===== src/rtl/dcd_pkg.sv =====
// Package: constants, command codes and decode function for the command front end
package dcd_pkg;

  // ------------------------------------------------------------
  // Widths and field positions
  // ------------------------------------------------------------
  localparam int ADDR_W = 13;
  localparam int BANK_W = 2;
  localparam int DQ_W = 16;
  localparam int LANES = 2;
  localparam int AP_BIT = 10;
  localparam int PIN_W = 5 + BANK_W + ADDR_W;
  localparam int DPIN_W = 2 * LANES + DQ_W;
  localparam int BEAT_W = DQ_W + LANES;

  // ------------------------------------------------------------
  // Burst and timing
  // ------------------------------------------------------------
  localparam logic [3:0] BURST_BEATS = 4'h8;
  localparam int CLK_PERIOD_NS = 20;
  localparam int WRITE_RECOVERY_NS = 15;
  localparam int LAST_DATA_TO_PRECHARGE_NS = WRITE_RECOVERY_NS;
  localparam int WR_CYC_RAW = (LAST_DATA_TO_PRECHARGE_NS + CLK_PERIOD_NS - 1) / CLK_PERIOD_NS;
  localparam logic [3:0] WR_CYC = (WR_CYC_RAW < 1) ? 4'h1 : 4'(WR_CYC_RAW);

  typedef enum logic [4:0] {
    CMD_DESEL, CMD_NOP, CMD_ACT, CMD_RD, CMD_RDA, CMD_WR, CMD_WRA,
    CMD_PRE, CMD_PREA, CMD_BST, CMD_MODE, CMD_EXT_MODE, CMD_AREF,
    CMD_SREF_ENT, CMD_SREF_EXIT, CMD_PD_ENT, CMD_PD_EXIT, CMD_ILLEGAL
  } dcd_cmd_type;

  // Byte masks are not an argument: they never take part in decoding
  function automatic dcd_cmd_type dcd_decode(input logic cke_prev, input logic cke,
                                             input logic cs_n, input logic ras_n,
                                             input logic cas_n, input logic we_n,
                                             input logic ap, input logic ba0,
                                             input logic in_sref);
    dcd_cmd_type c;
    logic idle;
    idle = cs_n | (ras_n & cas_n & we_n);
    c = CMD_ILLEGAL;
    if (!cke_prev && cke) begin
      c = in_sref ? CMD_SREF_EXIT : CMD_PD_EXIT;
    end else if (!cke_prev) begin
      c = CMD_NOP;
    end else if (!cke && idle) begin
      c = CMD_PD_ENT;
    end else if (cs_n) begin
      c = CMD_DESEL;
    end else begin
      case ({ras_n, cas_n, we_n})
        3'h7: c = CMD_NOP;
        3'h3: c = CMD_ACT;
        3'h5: c = ap ? CMD_RDA : CMD_RD;
        3'h4: c = ap ? CMD_WRA : CMD_WR;
        3'h2: c = ap ? CMD_PREA : CMD_PRE;
        3'h6: c = CMD_BST;
        3'h0: c = ba0 ? CMD_EXT_MODE : CMD_MODE;
        3'h1: c = cke ? CMD_AREF : CMD_SREF_ENT;
        default: c = CMD_ILLEGAL;
      endcase
    end
    return c;
  endfunction : dcd_decode

endpackage : dcd_pkg


===== src/rtl/dcd_strm_if.sv =====
// Interface: valid/ready word stream between the front end and its buffer
`timescale 1ns/1ps
interface dcd_strm_if #(parameter int W = 18);
  logic valid;
  logic ready;
  logic [W-1:0] data;
  modport src (output valid, output data, input ready);
  modport snk (input valid, input data, output ready);
endinterface : dcd_strm_if


===== src/rtl/dcd_pair_buf.sv =====
// Module: two-entry buffer with valid and ready on both sides
`timescale 1ns/1ps
module dcd_pair_buf #(
  parameter int W = 18
) (
  input wire logic clk_i,
  input wire logic resetn_i,
  input wire logic ce_i,
  dcd_strm_if.snk in_s,
  dcd_strm_if.src out_s
);
  import dcd_pkg::*;

  typedef struct packed {
    logic [1:0][W-1:0] mem;
    logic wp;
    logic rp;
    logic [1:0] cnt;
  } dcd_buf_st_type;

  dcd_buf_st_type st_ff;
  dcd_buf_st_type nxt_st;
  logic push;
  logic pop;

  assign in_s.ready = (st_ff.cnt != 2'h2);
  assign out_s.valid = (st_ff.cnt != 2'h0);
  assign out_s.data = st_ff.mem[st_ff.rp];
  assign push = in_s.valid & in_s.ready;
  assign pop = out_s.valid & out_s.ready;

  always_comb begin
    nxt_st = st_ff;
    if (push) begin
      nxt_st.mem[st_ff.wp] = in_s.data;
      nxt_st.wp = ~st_ff.wp;
    end
    if (pop) begin
      nxt_st.rp = ~st_ff.rp;
    end
    nxt_st.cnt = st_ff.cnt + {1'b0, push} - {1'b0, pop};
  end

  always_ff @(posedge clk_i) begin
    if (!resetn_i) begin
      st_ff <= '0;
    end else if (ce_i) begin
      st_ff <= nxt_st;
    end
  end
endmodule : dcd_pair_buf


===== src/rtl/dcd_cmd_front.sv =====
// Module: command decode, precharge select, write byte masking and read strobe drive
`timescale 1ns/1ps
// ------------------------------------------------------------
// How it works
// - Chip select plus three strobes define command
// - High mask on a beat drops that byte
// - Mask sampled on both strobe edges
// - Lower mask owns low byte, upper high
// - Read strobe edge aligned; write strobe captures data
// - Separate lower and upper strobe per byte
// - Mode operand is address plus both banks
// - Last data to precharge equals write recovery
// - Autoprecharge bit high on a precharge selects every bank
// - Byte masks never affect command decoding
// - Byte masks never affect read data
// - Low, high, ignored and driven input levels
// - Chip select high ignores the command
// - Bank select picks the addressed bank
// ------------------------------------------------------------
module dcd_cmd_front (
  input wire logic clk_i,
  input wire logic resetn_i,
  input wire logic ce_i,
  input wire logic ck_i,
  input wire logic cke_i,
  input wire logic cs_n_i,
  input wire logic ras_n_i,
  input wire logic cas_n_i,
  input wire logic we_n_i,
  input wire logic [dcd_pkg::BANK_W-1:0] bank_select_i,
  input wire logic [dcd_pkg::ADDR_W-1:0] addr_i,
  input wire logic [dcd_pkg::DQ_W-1:0] dq_i,
  input wire logic lower_data_strobe_i,
  input wire logic upper_data_strobe_i,
  input wire logic lower_byte_mask_i,
  input wire logic upper_byte_mask_i,
  input wire logic [dcd_pkg::DQ_W-1:0] rd_data_i,
  input wire logic rd_valid_i,
  input wire logic wr_ready_i,
  output logic cmd_valid_o,
  output dcd_pkg::dcd_cmd_type cmd_o,
  output logic [dcd_pkg::BANK_W-1:0] bank_o,
  output logic [dcd_pkg::ADDR_W-1:0] addr_o,
  output logic all_banks_o,
  output logic [dcd_pkg::BANK_W+dcd_pkg::ADDR_W-1:0] mode_op_o,
  output logic self_refresh_o,
  output logic wr_valid_o,
  output logic [dcd_pkg::DQ_W-1:0] wr_data_o,
  output logic [dcd_pkg::LANES-1:0] wr_keep_o,
  output logic wr_overrun_o,
  output logic wr_recovery_o,
  output logic [dcd_pkg::DQ_W-1:0] dq_o,
  output logic dq_oe_n_o,
  output logic lower_data_strobe_o,
  output logic upper_data_strobe_o
);
  import dcd_pkg::*;

  // ------------------------------------------------------------
  // State
  // ------------------------------------------------------------
  typedef struct packed {
    logic ck_m;
    logic ck_s;
    logic ck_p;
    logic [PIN_W-1:0] cp_m;
    logic [PIN_W-1:0] cp_s;
    logic [DPIN_W-1:0] dp_m;
    logic [DPIN_W-1:0] dp_s;
    logic [LANES-1:0] dqs_p;
    logic cke_prev;
    logic in_sref;
    logic cmd_vld;
    dcd_cmd_type cmd;
    logic [BANK_W-1:0] bank;
    logic [ADDR_W-1:0] addr;
    logic all_banks;
    logic [3:0] wr_left;
    logic [3:0] recov;
    logic push_vld;
    logic [BEAT_W-1:0] push_dat;
    logic overrun;
    logic [DQ_W-1:0] dq;
    logic oe_n;
    logic [LANES-1:0] dqs;
  } dcd_st_type;

  dcd_st_type st_ff;
  dcd_st_type nxt_st;

  dcd_strm_if #(.W(BEAT_W)) beat_s ();
  dcd_strm_if #(.W(BEAT_W)) word_s ();

  // Synchronised pin views, read only from the second stage onward
  logic ck_rise;
  logic cke_now;
  logic cs_n_now;
  logic ras_n_now;
  logic cas_n_now;
  logic we_n_now;
  logic [BANK_W-1:0] ba_now;
  logic [ADDR_W-1:0] a_now;
  logic [LANES-1:0] dqs_now;
  logic [LANES-1:0] dm_now;
  logic [DQ_W-1:0] dq_now;
  logic [LANES-1:0] dqs_edge;
  logic last_beat;
  dcd_cmd_type dec;

  assign ck_rise = st_ff.ck_s & ~st_ff.ck_p;
  assign {cke_now, cs_n_now, ras_n_now, cas_n_now, we_n_now, ba_now, a_now} = st_ff.cp_s;
  assign {dqs_now, dm_now, dq_now} = st_ff.dp_s;
  assign dqs_edge = dqs_now ^ st_ff.dqs_p;
  assign last_beat = st_ff.push_vld && (st_ff.wr_left == 4'h0) && (st_ff.recov == 4'h0);
  // Masks are absent from the argument list, so they cannot steer decoding
  assign dec = dcd_decode(st_ff.cke_prev, cke_now, cs_n_now, ras_n_now, cas_n_now,
                          we_n_now, a_now[AP_BIT], ba_now[0], st_ff.in_sref);

  // ------------------------------------------------------------
  // Next state
  // ------------------------------------------------------------
  always_comb begin
    nxt_st = st_ff;
    nxt_st.ck_m = ck_i;
    nxt_st.ck_s = st_ff.ck_m;
    nxt_st.ck_p = st_ff.ck_s;
    nxt_st.cp_m = {cke_i, cs_n_i, ras_n_i, cas_n_i, we_n_i, bank_select_i, addr_i};
    nxt_st.cp_s = st_ff.cp_m;
    nxt_st.dp_m = {upper_data_strobe_i, lower_data_strobe_i, upper_byte_mask_i,
                   lower_byte_mask_i, dq_i};
    nxt_st.dp_s = st_ff.dp_m;
    nxt_st.dqs_p = dqs_now;
    nxt_st.cmd_vld = 1'b0;
    nxt_st.push_vld = 1'b0;
    nxt_st.overrun = st_ff.push_vld & ~beat_s.ready;

    if (ck_rise) begin
      nxt_st.cke_prev = cke_now;
      nxt_st.cmd = dec;
      // Deselect and nop produce no pulse, so chip select high is ignored
      nxt_st.cmd_vld = (dec != CMD_DESEL) && (dec != CMD_NOP);
      nxt_st.bank = ba_now;
      nxt_st.addr = a_now;
      nxt_st.all_banks = (dec == CMD_PREA);
      if (dec == CMD_SREF_ENT) begin
        nxt_st.in_sref = 1'b1;
      end else if (dec == CMD_SREF_EXIT) begin
        nxt_st.in_sref = 1'b0;
      end
      if (dec == CMD_WR || dec == CMD_WRA) begin
        nxt_st.wr_left = BURST_BEATS;
      end
    end

    // Each strobe edge carries one beat; a lane only writes if its strobe moved
    if (st_ff.wr_left != 4'h0 && dqs_edge != '0) begin
      nxt_st.push_vld = 1'b1;
      nxt_st.push_dat = {dqs_edge & ~dm_now, dq_now};
      nxt_st.wr_left = st_ff.wr_left - 4'h1;
    end

    // Hold off precharge of the written row until the last beat has settled
    if (last_beat) begin
      nxt_st.recov = WR_CYC;
    end else if (st_ff.recov != 4'h0) begin
      nxt_st.recov = st_ff.recov - 4'h1;
    end

    // Read side: strobe toggles with each word, masks play no part
    if (rd_valid_i) begin
      nxt_st.dq = rd_data_i;
      nxt_st.oe_n = 1'b0;
      nxt_st.dqs = ~st_ff.dqs;
    end else begin
      nxt_st.oe_n = 1'b1;
      nxt_st.dqs = '0;
    end
  end

  always_ff @(posedge clk_i) begin
    if (!resetn_i) begin
      st_ff <= '0;
      st_ff.cke_prev <= 1'b0;
      st_ff.oe_n <= 1'b1;
      st_ff.cmd <= CMD_NOP;
    end else if (ce_i) begin
      st_ff <= nxt_st;
    end
  end

  // ------------------------------------------------------------
  // Write beat buffer
  // ------------------------------------------------------------
  // A beat arriving with the buffer full is lost and flagged; the link cannot be stalled
  assign beat_s.valid = st_ff.push_vld;
  assign beat_s.data = st_ff.push_dat;
  assign word_s.ready = wr_ready_i;

  dcd_pair_buf #(.W(BEAT_W)) u_buf (
    .clk_i(clk_i),
    .resetn_i(resetn_i),
    .ce_i(ce_i),
    .in_s(beat_s),
    .out_s(word_s)
  );

  // ------------------------------------------------------------
  // Outputs
  // ------------------------------------------------------------
  assign cmd_valid_o = st_ff.cmd_vld;
  assign cmd_o = st_ff.cmd;
  assign bank_o = st_ff.bank;
  assign addr_o = st_ff.addr;
  assign all_banks_o = st_ff.all_banks;
  assign mode_op_o = {st_ff.bank, st_ff.addr};
  assign self_refresh_o = st_ff.in_sref;
  assign wr_valid_o = word_s.valid;
  assign {wr_keep_o, wr_data_o} = word_s.data;
  assign wr_overrun_o = st_ff.overrun;
  assign wr_recovery_o = (st_ff.recov != 4'h0);
  assign dq_o = st_ff.dq;
  assign dq_oe_n_o = st_ff.oe_n;
  assign lower_data_strobe_o = st_ff.dqs[0];
  assign upper_data_strobe_o = st_ff.dqs[1];
endmodule : dcd_cmd_front


===== config.mk =====
export PLATFORM = sky130hd
export DESIGN_NAME = dcd_cmd_front
export DESIGN_NICKNAME = d
export VERILOG_FILES = /design/src/rtl/dcd_pkg.sv /design/src/rtl/dcd_strm_if.sv /design/src/rtl/dcd_pair_buf.sv /design/src/rtl/dcd_cmd_front.sv
export SDC_FILE = /design/constraint.sdc
export NUM_CORES = 1
export LEC_CHECK = 0
export BUFFER_PORTS_ARGS = -buffer_cell sky130_fd_sc_hd__buf_4
export CAP_MARGIN = 10
export CORE_UTILIZATION = 56
export DETAILED_ROUTE_END_ITERATION = 7
export PLACE_DENSITY_LB_ADDON = 0.2
export SETUP_SLACK_MARGIN = 0.05
export SLEW_MARGIN = 20
export SYNTH_ARGS = -nofsm -noshare
export SYNTH_HDL_FRONTEND = slang
export SYNTH_HIERARCHICAL = 1
export SYNTH_SLANG_ARGS = --single-unit
export TNS_END_PERCENT = 20

===== constraint.sdc =====
create_clock -name clk_i -period 2.17 [get_ports clk_i]
set_clock_uncertainty 0.15 [all_clocks]
set_input_delay 0 -clock clk_i [delete_from_list [all_inputs] [get_ports clk_i]]
set_output_delay 0 -clock clk_i [all_outputs]
set_load 0.02 [all_outputs]

==> impl_metrics.csv, run 1 <==
group,metric,value,unit
power,power.density,785.7,mW/mm^2
power,switching_share,22.67,%
logic_synthesis,synth_area_leaders,"dfxtp_1, mux2i_1, nand2_1",
final_layout,drive_above_1_share,20.88,%
grt,grt_use_total,22.57,%
logic_synthesis,yosysMostFrequentCell,"dfxtp_1",
cts,clockRootBuffer,"clkbuf_16",
floorplanning,io_pins,140,
route,drt_iter0_drc,307,
critical_path,worstPathCellList,"dlygate4sd3_1 -> buf_6 -> buf_4 -> and2_1 -> buf_4 -> nand2_1 -> a21oi_1 -> dlygate4sd3_1",
logic_synthesis,synth_area,0.008104,mm^2
sta,fin_crit,2.015,ns
logic_synthesis,synthXorXnorAreaFrac,0.6484,%
logic_synthesis,seq_area_frac_synth,48.42,%
place,place.detailed.hpwl,10060,um
logic_synthesis,synth_top_family_by_area,"multiplexers",
critical_path,cpMaxStageDelayCell,"dlygate4sd3_1",
cts,clk_transition_reported_paths,0.07,ns
critical_path,cp.arrival,2.23,ns
logic_synthesis,ys_warn_count,6,
logic_synthesis,synth_compound_area_share,7.534,%
final_layout,multi_input_area,0.003480,mm^2
logic_synthesis,ys_top_cells_by_count,"dfxtp_1, nand2_1, mux2i_1, nor2_1, a21oi_1",
sta,timing.fmax,0.4963,GHz
sta,slew_headroom,59.58,%
sta,setup_violations,0,
place,numPortBuffers,139,
hold_path,worstHoldPathType,"primary input to flip-flop",
cts,cts_setup_buffers,0,
cts,numCtsBuffers,17,
final_layout,syn_to_final_growth,27.76,%
sta,drv_slew,0,
grt,antenna_found_initial,0,
logic_synthesis,synth_edf_count,0,
critical_path,critical_path.endpoint_type,"flip-flop",
power,peakVddDrop,613.7,uV
grt,overflow,0,
sta,hold_violations,0,
sta,rsz0062_at_grt,"yes",
final_layout,regArea,0.003926,mm^2
critical_path,path_max_fanout,22,
grt,grt_pass1_vias,5694,
logic_synthesis,synth_mux_area_share,17.69,%
cts,clock_path_buffers,2,
critical_path,path_class,"primary input to flip-flop",
route,drt_pre_antenna_iters,5,
critical_path,cp.required,2.38,ns
logic_synthesis,synthAdderAreaFrac,0.7720,%
logic_synthesis,yosys.area.top_type_share,48.42,%
final_layout,instances_no_fill,1224,
run,max_cap_viol_count,0,
grt,grt_max_degree,77,
route,route.detailed.drc,0,
sta,tightest_slew,0.6063,ns
sta,whs,0.2035,ns
grt,grt_pass1_wl,27030,um
route,wirelength,16630,um
critical_path,reg2reg_depth,6,
outcome,outcome,"completed",
sta,period_share,92.85,%
logic_synthesis,synth_cell_types,50,
logic_synthesis,synth-simple-area-share,16.21,%
sta,worst_slack,0.1551,ns
floorplanning,start_util,57.93,%
cts,cts_tree,"yes",
route,postRouteAntennaNets,0,
floorplanning,fp.coreArea,0.01399,mm^2
floorplanning,dieArea,0.01496,mm^2
logic_synthesis,synth-async-reset-ratio,0,%
floorplanning,die_y,122.3,um
floorplanning,die_width,122.3,um
power,p_int,6290,uW
power,leakage,0.004548,uW
logic_synthesis,synth_cells,882,
hold_path,min_from,"cke_i",
floorplanning,row_count,43,
place,dpl_worst_slack,0.1018,ns
cts,htree_levels,4,
power,pwr-share-comb,9.7,%
cts,cts.sinks,196,
power,switching_power,1844,uW
route,avgRoutedWirePerCell,13.58,um
power,power,8135,uW
critical_path,reg2reg_to,"st_ff[44]$_SDFFE_PN0P_",
logic_synthesis,synth_nets,949,
critical_path,startpoint_type,"primary input",
final_layout,diodes,0,
critical_path,reg2reg_setup_slack,0.18,ns
route,avgViaCountPerCell,5.049,
critical_path,critPathMaxStageDelay,0.57,ns
critical_path,setup.worst_path.start,"ce_i",
hold_path,hold-path-cell-count,4,
final_layout,nFillCells,1049,
logic_synthesis,synth_flop_cell,"dfxtp_1",
place,gp_congestion,0.8110,
hold_path,min_to,"nxt_st[132]$_SDFFE_PN0P_",
cts,clk_latency,0.42,ns
power,power_frac_seq,46.7,%
logic_synthesis,ys_ff_latch,196,
final_layout,nNetsFinal,1098,
route,vias,6180,
place,placed_cells,1111,
critical_path,reg2reg_from,"st_ff[128]$_SDFFE_PN0P_",
logic_synthesis,synth_top_area_cell,"dfxtp_1",
sta,tns,0,ns
logic_synthesis,synth_area_per_cell,9.188,um^2
power,power_frac_clock,43.6,%
[stage by stage]
step	area [um^2]	utilization, %
floorplan	8104	-
global placement	8855	63.30
detailed placement	8855	63.30
CTS	10340	73.93
global route	10350	74.02
finish	10350	74.02
[flip-flops by register name, indices dropped and copies added (netlist names), 13 cells and up]
| register | flops |
|---|---|
| u_buf/st_ff | 40 |
| a_now | 13 |
| addr_o | 13 |
| st_ff | 13 |
| dq_o | 16 |
| beat_s.data | 18 |
| dq_now | 16 |
| nxt_st | 42 |
[layout by cell type, fill, tap and decap left out, types with 4 or more instances in the layout]
master | Yosys | routed
dfxtp_1 | 196 | 194
nand2_1 | 167 | 167
buf_4 | 52 | 152
mux2i_1 | 123 | 123
nor2_1 | 100 | 100
dlygate4sd3_1 | 0 | 81
a21oi_1 | 68 | 68
mux2_2 | 18 | 18
clkbuf_16 | 0 | 17
o21ai_0 | 11 | 11
inv_1 | 11 | 10
nand2b_1 | 8 | 8
nor2b_1 | 8 | 8
and2_1 | 6 | 6
bufinv_16 | 0 | 6
xor2_1 | 5 | 5
nand3b_1 | 5 | 5
ha_1 | 5 | 5
o21a_1 | 4 | 4
nor3_1 | 4 | 4
o211ai_1 | 4 | 4
clkinvlp_4 | 0 | 4
inv_6 | 0 | 4
[how the worst max path moves through the flow]
stage,end,slack [ns],depth (start not counted)
global placement,st_ff[44]$_SDFFE_PN0P_,0.14,6
floorplan,u_buf/st_ff[1]$_SDFFE_PN0P_,0.25,8
finish,dq_o[1]$_SDFFE_PN0P_,0.16,8
global route,beat_s.data[17]$_SDFFE_PN0P_,0.03,8
detailed placement,st_ff[44]$_SDFFE_PN0P_,0.10,6
CTS,st_ff[44]$_SDFFE_PN0P_,0.08,6
[power groups by stage]
stage	Sequential, uW	Combinational [uW]	Clock, uW
global route	3810	869	3760
floorplan	3860	467	0
finish	3800	791	3550
global placement	3870	665	0
CTS	3800	792	3600
detailed placement	3880	673	0
[critical path, delay by kind of cell]
family	cells	cell delay, ns
buffers and inverters	5	1.80
AOI/OAI and AO/OA	1	0.16
and+or+nand+nor	2	0.25
[cell type report]
| cell class | instances | area share (%) |
|---|---|---|
| tap | 180 | 2.175 |
| timing repair buffer | 236 | 19.35 |
| inverter | 11 | 0.4230 |
| sequential | 196 | 37.92 |
| clock buffer | 17 | 4.109 |
| multi-input combinational | 569 | 33.61 |
| clock inverter | 15 | 2.417 |
[routing by layer]
| metal | share of wire [%] | global-route usage, % |
|---|---|---|
| met2 | 47 | 36.17 |
| met4 | 0.94 | 6.860 |
| met5 | 0 | 0 |
| met3 | 4.0 | 4.833 |
| met1 | 48 | 30.45 |
[what timing repair did]
action,in CTS,in global routing
hold buffers,81,0
endpoints found under the setup margin,1,16
gates resized for setup,1,4
cloned,0,0
hold endpoints to repair,89,0
[kinds of logic (layout without fill, tap and decap cells)]
| group | count (synthesis) | in the layout |
|---|---|---|
| simple gates | 312 | 312 |
| flops | 196 | 196 |
| mux | 141 | 141 |
| buf+inv | 117 | 279 |
| compound gates | 105 | 105 |
| xor+xnor | 6 | 6 |
| fa+ha+maj | 5 | 5 |
(Power assumes the default switching activity.)
==> run 2, diff against run 1 <==
Settings changed: CAP_MARGIN 10 to 20, CORE_MARGIN set to 5, REMOVE_ABC_BUFFERS set to 1.
==> impl_metrics.csv, run 2 (synthesized netlist as in run 1, its figures left out) <==
group,metric,value,unit
run,max_cap_viol_count,0,
grt,grt_max_degree,57,
sta,tightest_slew,0.5528,ns
critical_path,critPathMaxStageDelay,0.57,ns
sta,setup_violations,0,
sta,worst_slack,0.1823,ns
place,place.detailed.hpwl,10350,um
place,placed_cells,1115,
final_layout,diodes,0,
grt,overflow,0,
final_layout,drive_above_1_share,20.95,%
critical_path,cpMaxStageDelayCell,"dlygate4sd3_1",
route,route.detailed.drc,0,
cts,clk_latency,0.42,ns
sta,hold_violations,0,
route,avgRoutedWirePerCell,13.68,um
route,drt_pre_antenna_iters,4,
final_layout,mostFrequentLayoutCell,"dfxtp_1",
floorplanning,start_util,56.40,%
sta,tns,0,ns
grt,antenna_found_initial,0,
sta,timing.fmax,0.5031,GHz
final_layout,postLayoutCoreUtil,70.65,%
floorplanning,fp.coreArea,0.01437,mm^2
floorplanning,row_count,44,
final_layout,syn_to_final_growth,25.27,%
critical_path,path_class,"primary input to flip-flop",
cts,clockRootBuffer,"clkbuf_16",
cts,clock_path_buffers,2,
route,wirelength,16620,um
final_layout,layout_common_cells,"dfxtp_1, nand2_1, buf_4",
cts,htree_levels,4,
grt,grt_use_total,19.72,%
floorplanning,die_y,130.3,um
route,avgViaCountPerCell,5.002,
sta,slew_headroom,63.06,%
power,power.density,751.1,mW/mm^2
hold_path,worstHoldPathType,"primary input to flip-flop",
cts,cts_tree,"yes",
route,vias,6078,
sta,period_share,91.60,%
floorplanning,dieArea,0.01698,mm^2
critical_path,cp_common_cell,"dlygate4sd3_1",
route,postRouteAntennaNets,0,
grt,grt_pass1_vias,5757,
power,peakVddDrop,876.9,uV
cts,numCtsBuffers,17,
cts,clk_transition_reported_paths,0.07,ns
sta,fin_crit,1.988,ns
outcome,outcome,"completed",
route,drt_iter0_drc,289,
place,gp_congestion,0.7785,
sta,drv_slew,0,
critical_path,worstPathCellList,"dlygate4sd3_1 -> buf_6 -> nand3b_1 -> dlygate4sd3_1 -> a21oi_1 -> dlygate4sd3_1",
sta,whs,0.2028,ns
power,leakage,0.004423,uW
grt,grt_pass1_wl,27140,um
floorplanning,die_width,130.3,um
sta,rsz0062_at_grt,"yes",
final_layout,nNetsFinal,1085,
critical_path,critical_path.endpoint_type,"flip-flop",
critical_path,cp.arrival,2.20,ns
place,numPortBuffers,139,
final_layout,instances_no_fill,1215,
place,dpl_worst_slack,0.2025,ns
floorplanning,io_pins,140,
critical_path,startpoint_type,"primary input",
final_layout,largest_register_ffs,42,
cts,cts.sinks,196,
critical_path,cp.required,2.39,ns
critical_path,path_max_fanout,29,
## run 2: metal layers
| metal | part of all wire (%) | track usage [%] | wire length, um | vias up |
|---|---|---|---|---|
| met5 | 0 | 0 | 0 | - |
| met4 | 1.7 | 5.990 | 282 | 0 |
| met3 | 4.8 | 5.199 | 800 | 22 |
| met2 | 47 | 32.35 | 7890 | 120 |
| met1 | 46 | 25.59 | 7646 | 2800 |
| li1 | - | - | - | 3136 |
## run 2: per-stage QoR
step / area [um^2] / total power, uW
6_report: 10150 / 7625
5_1_grt: 10150 / 7955
4_1_cts: 10140 / 7700
3_5_place_dp: 8879 / 4552
3_3_place_gp: 8879 / 4540
2_1_floorplan: 7438 / 4236
## run 2: layout make-up
cell class / instances / area, um^2
Clock buffer: 23 / 478.0
Clock inverter: 9 / 102.6
Fill cell: 1079 / 4217
Inverter: 11 / 43.79
Multi-Input combinational cell: 569 / 3486
Sequential cell: 196 / 3926
Tap cell: 184 / 230.2
Timing Repair Buffer: 223 / 1886
## run 2: power breakdown
part           total, uW  leakage, uW  switching, uW  internal (uW)
clock network       3050     0.000279           1270           1780
registers           3800      0.00159           75.3           3720
logic                778      0.00255            394            384
## run 2: worst paths after layout
| path | start | end | slack (ns) | depth (start not counted) |
|---|---|---|---|---|
| min reg2reg | a_now[8]$_SDFFE_PN0P_ | addr_o[8]$_SDFFE_PN0P_ | 0.30 | 2 |
| max reg2reg | u_buf/st_ff[1]$_SDFFE_PN0P_ | u_buf/st_ff[1]$_SDFFE_PN0P_ | 0.22 | 8 |
| min | addr_i[0] | nxt_st[113]$_SDFFE_PN0P_ | 0.20 | 4 |
| max | ce_i | upper_data_strobe_o$_SDFFE_PN0P_ | 0.18 | 6 |
## run 2: timing repair
item | in CTS | in global routing
hold buffers | 68 | 0
endpoints found under the setup margin | 0 | 5
endpoints found under the hold margin | 88 | 0
resized for setup | 0 | 4
buffers inserted | 0 | 0
## run 2: worst max-delay path, delay by kind of cell
kind	cells	cell delay, ns
and+or+nand+nor	1	0.11
AOI/OAI and AO/OA	1	0.12
buffers and inverters	4	1.97
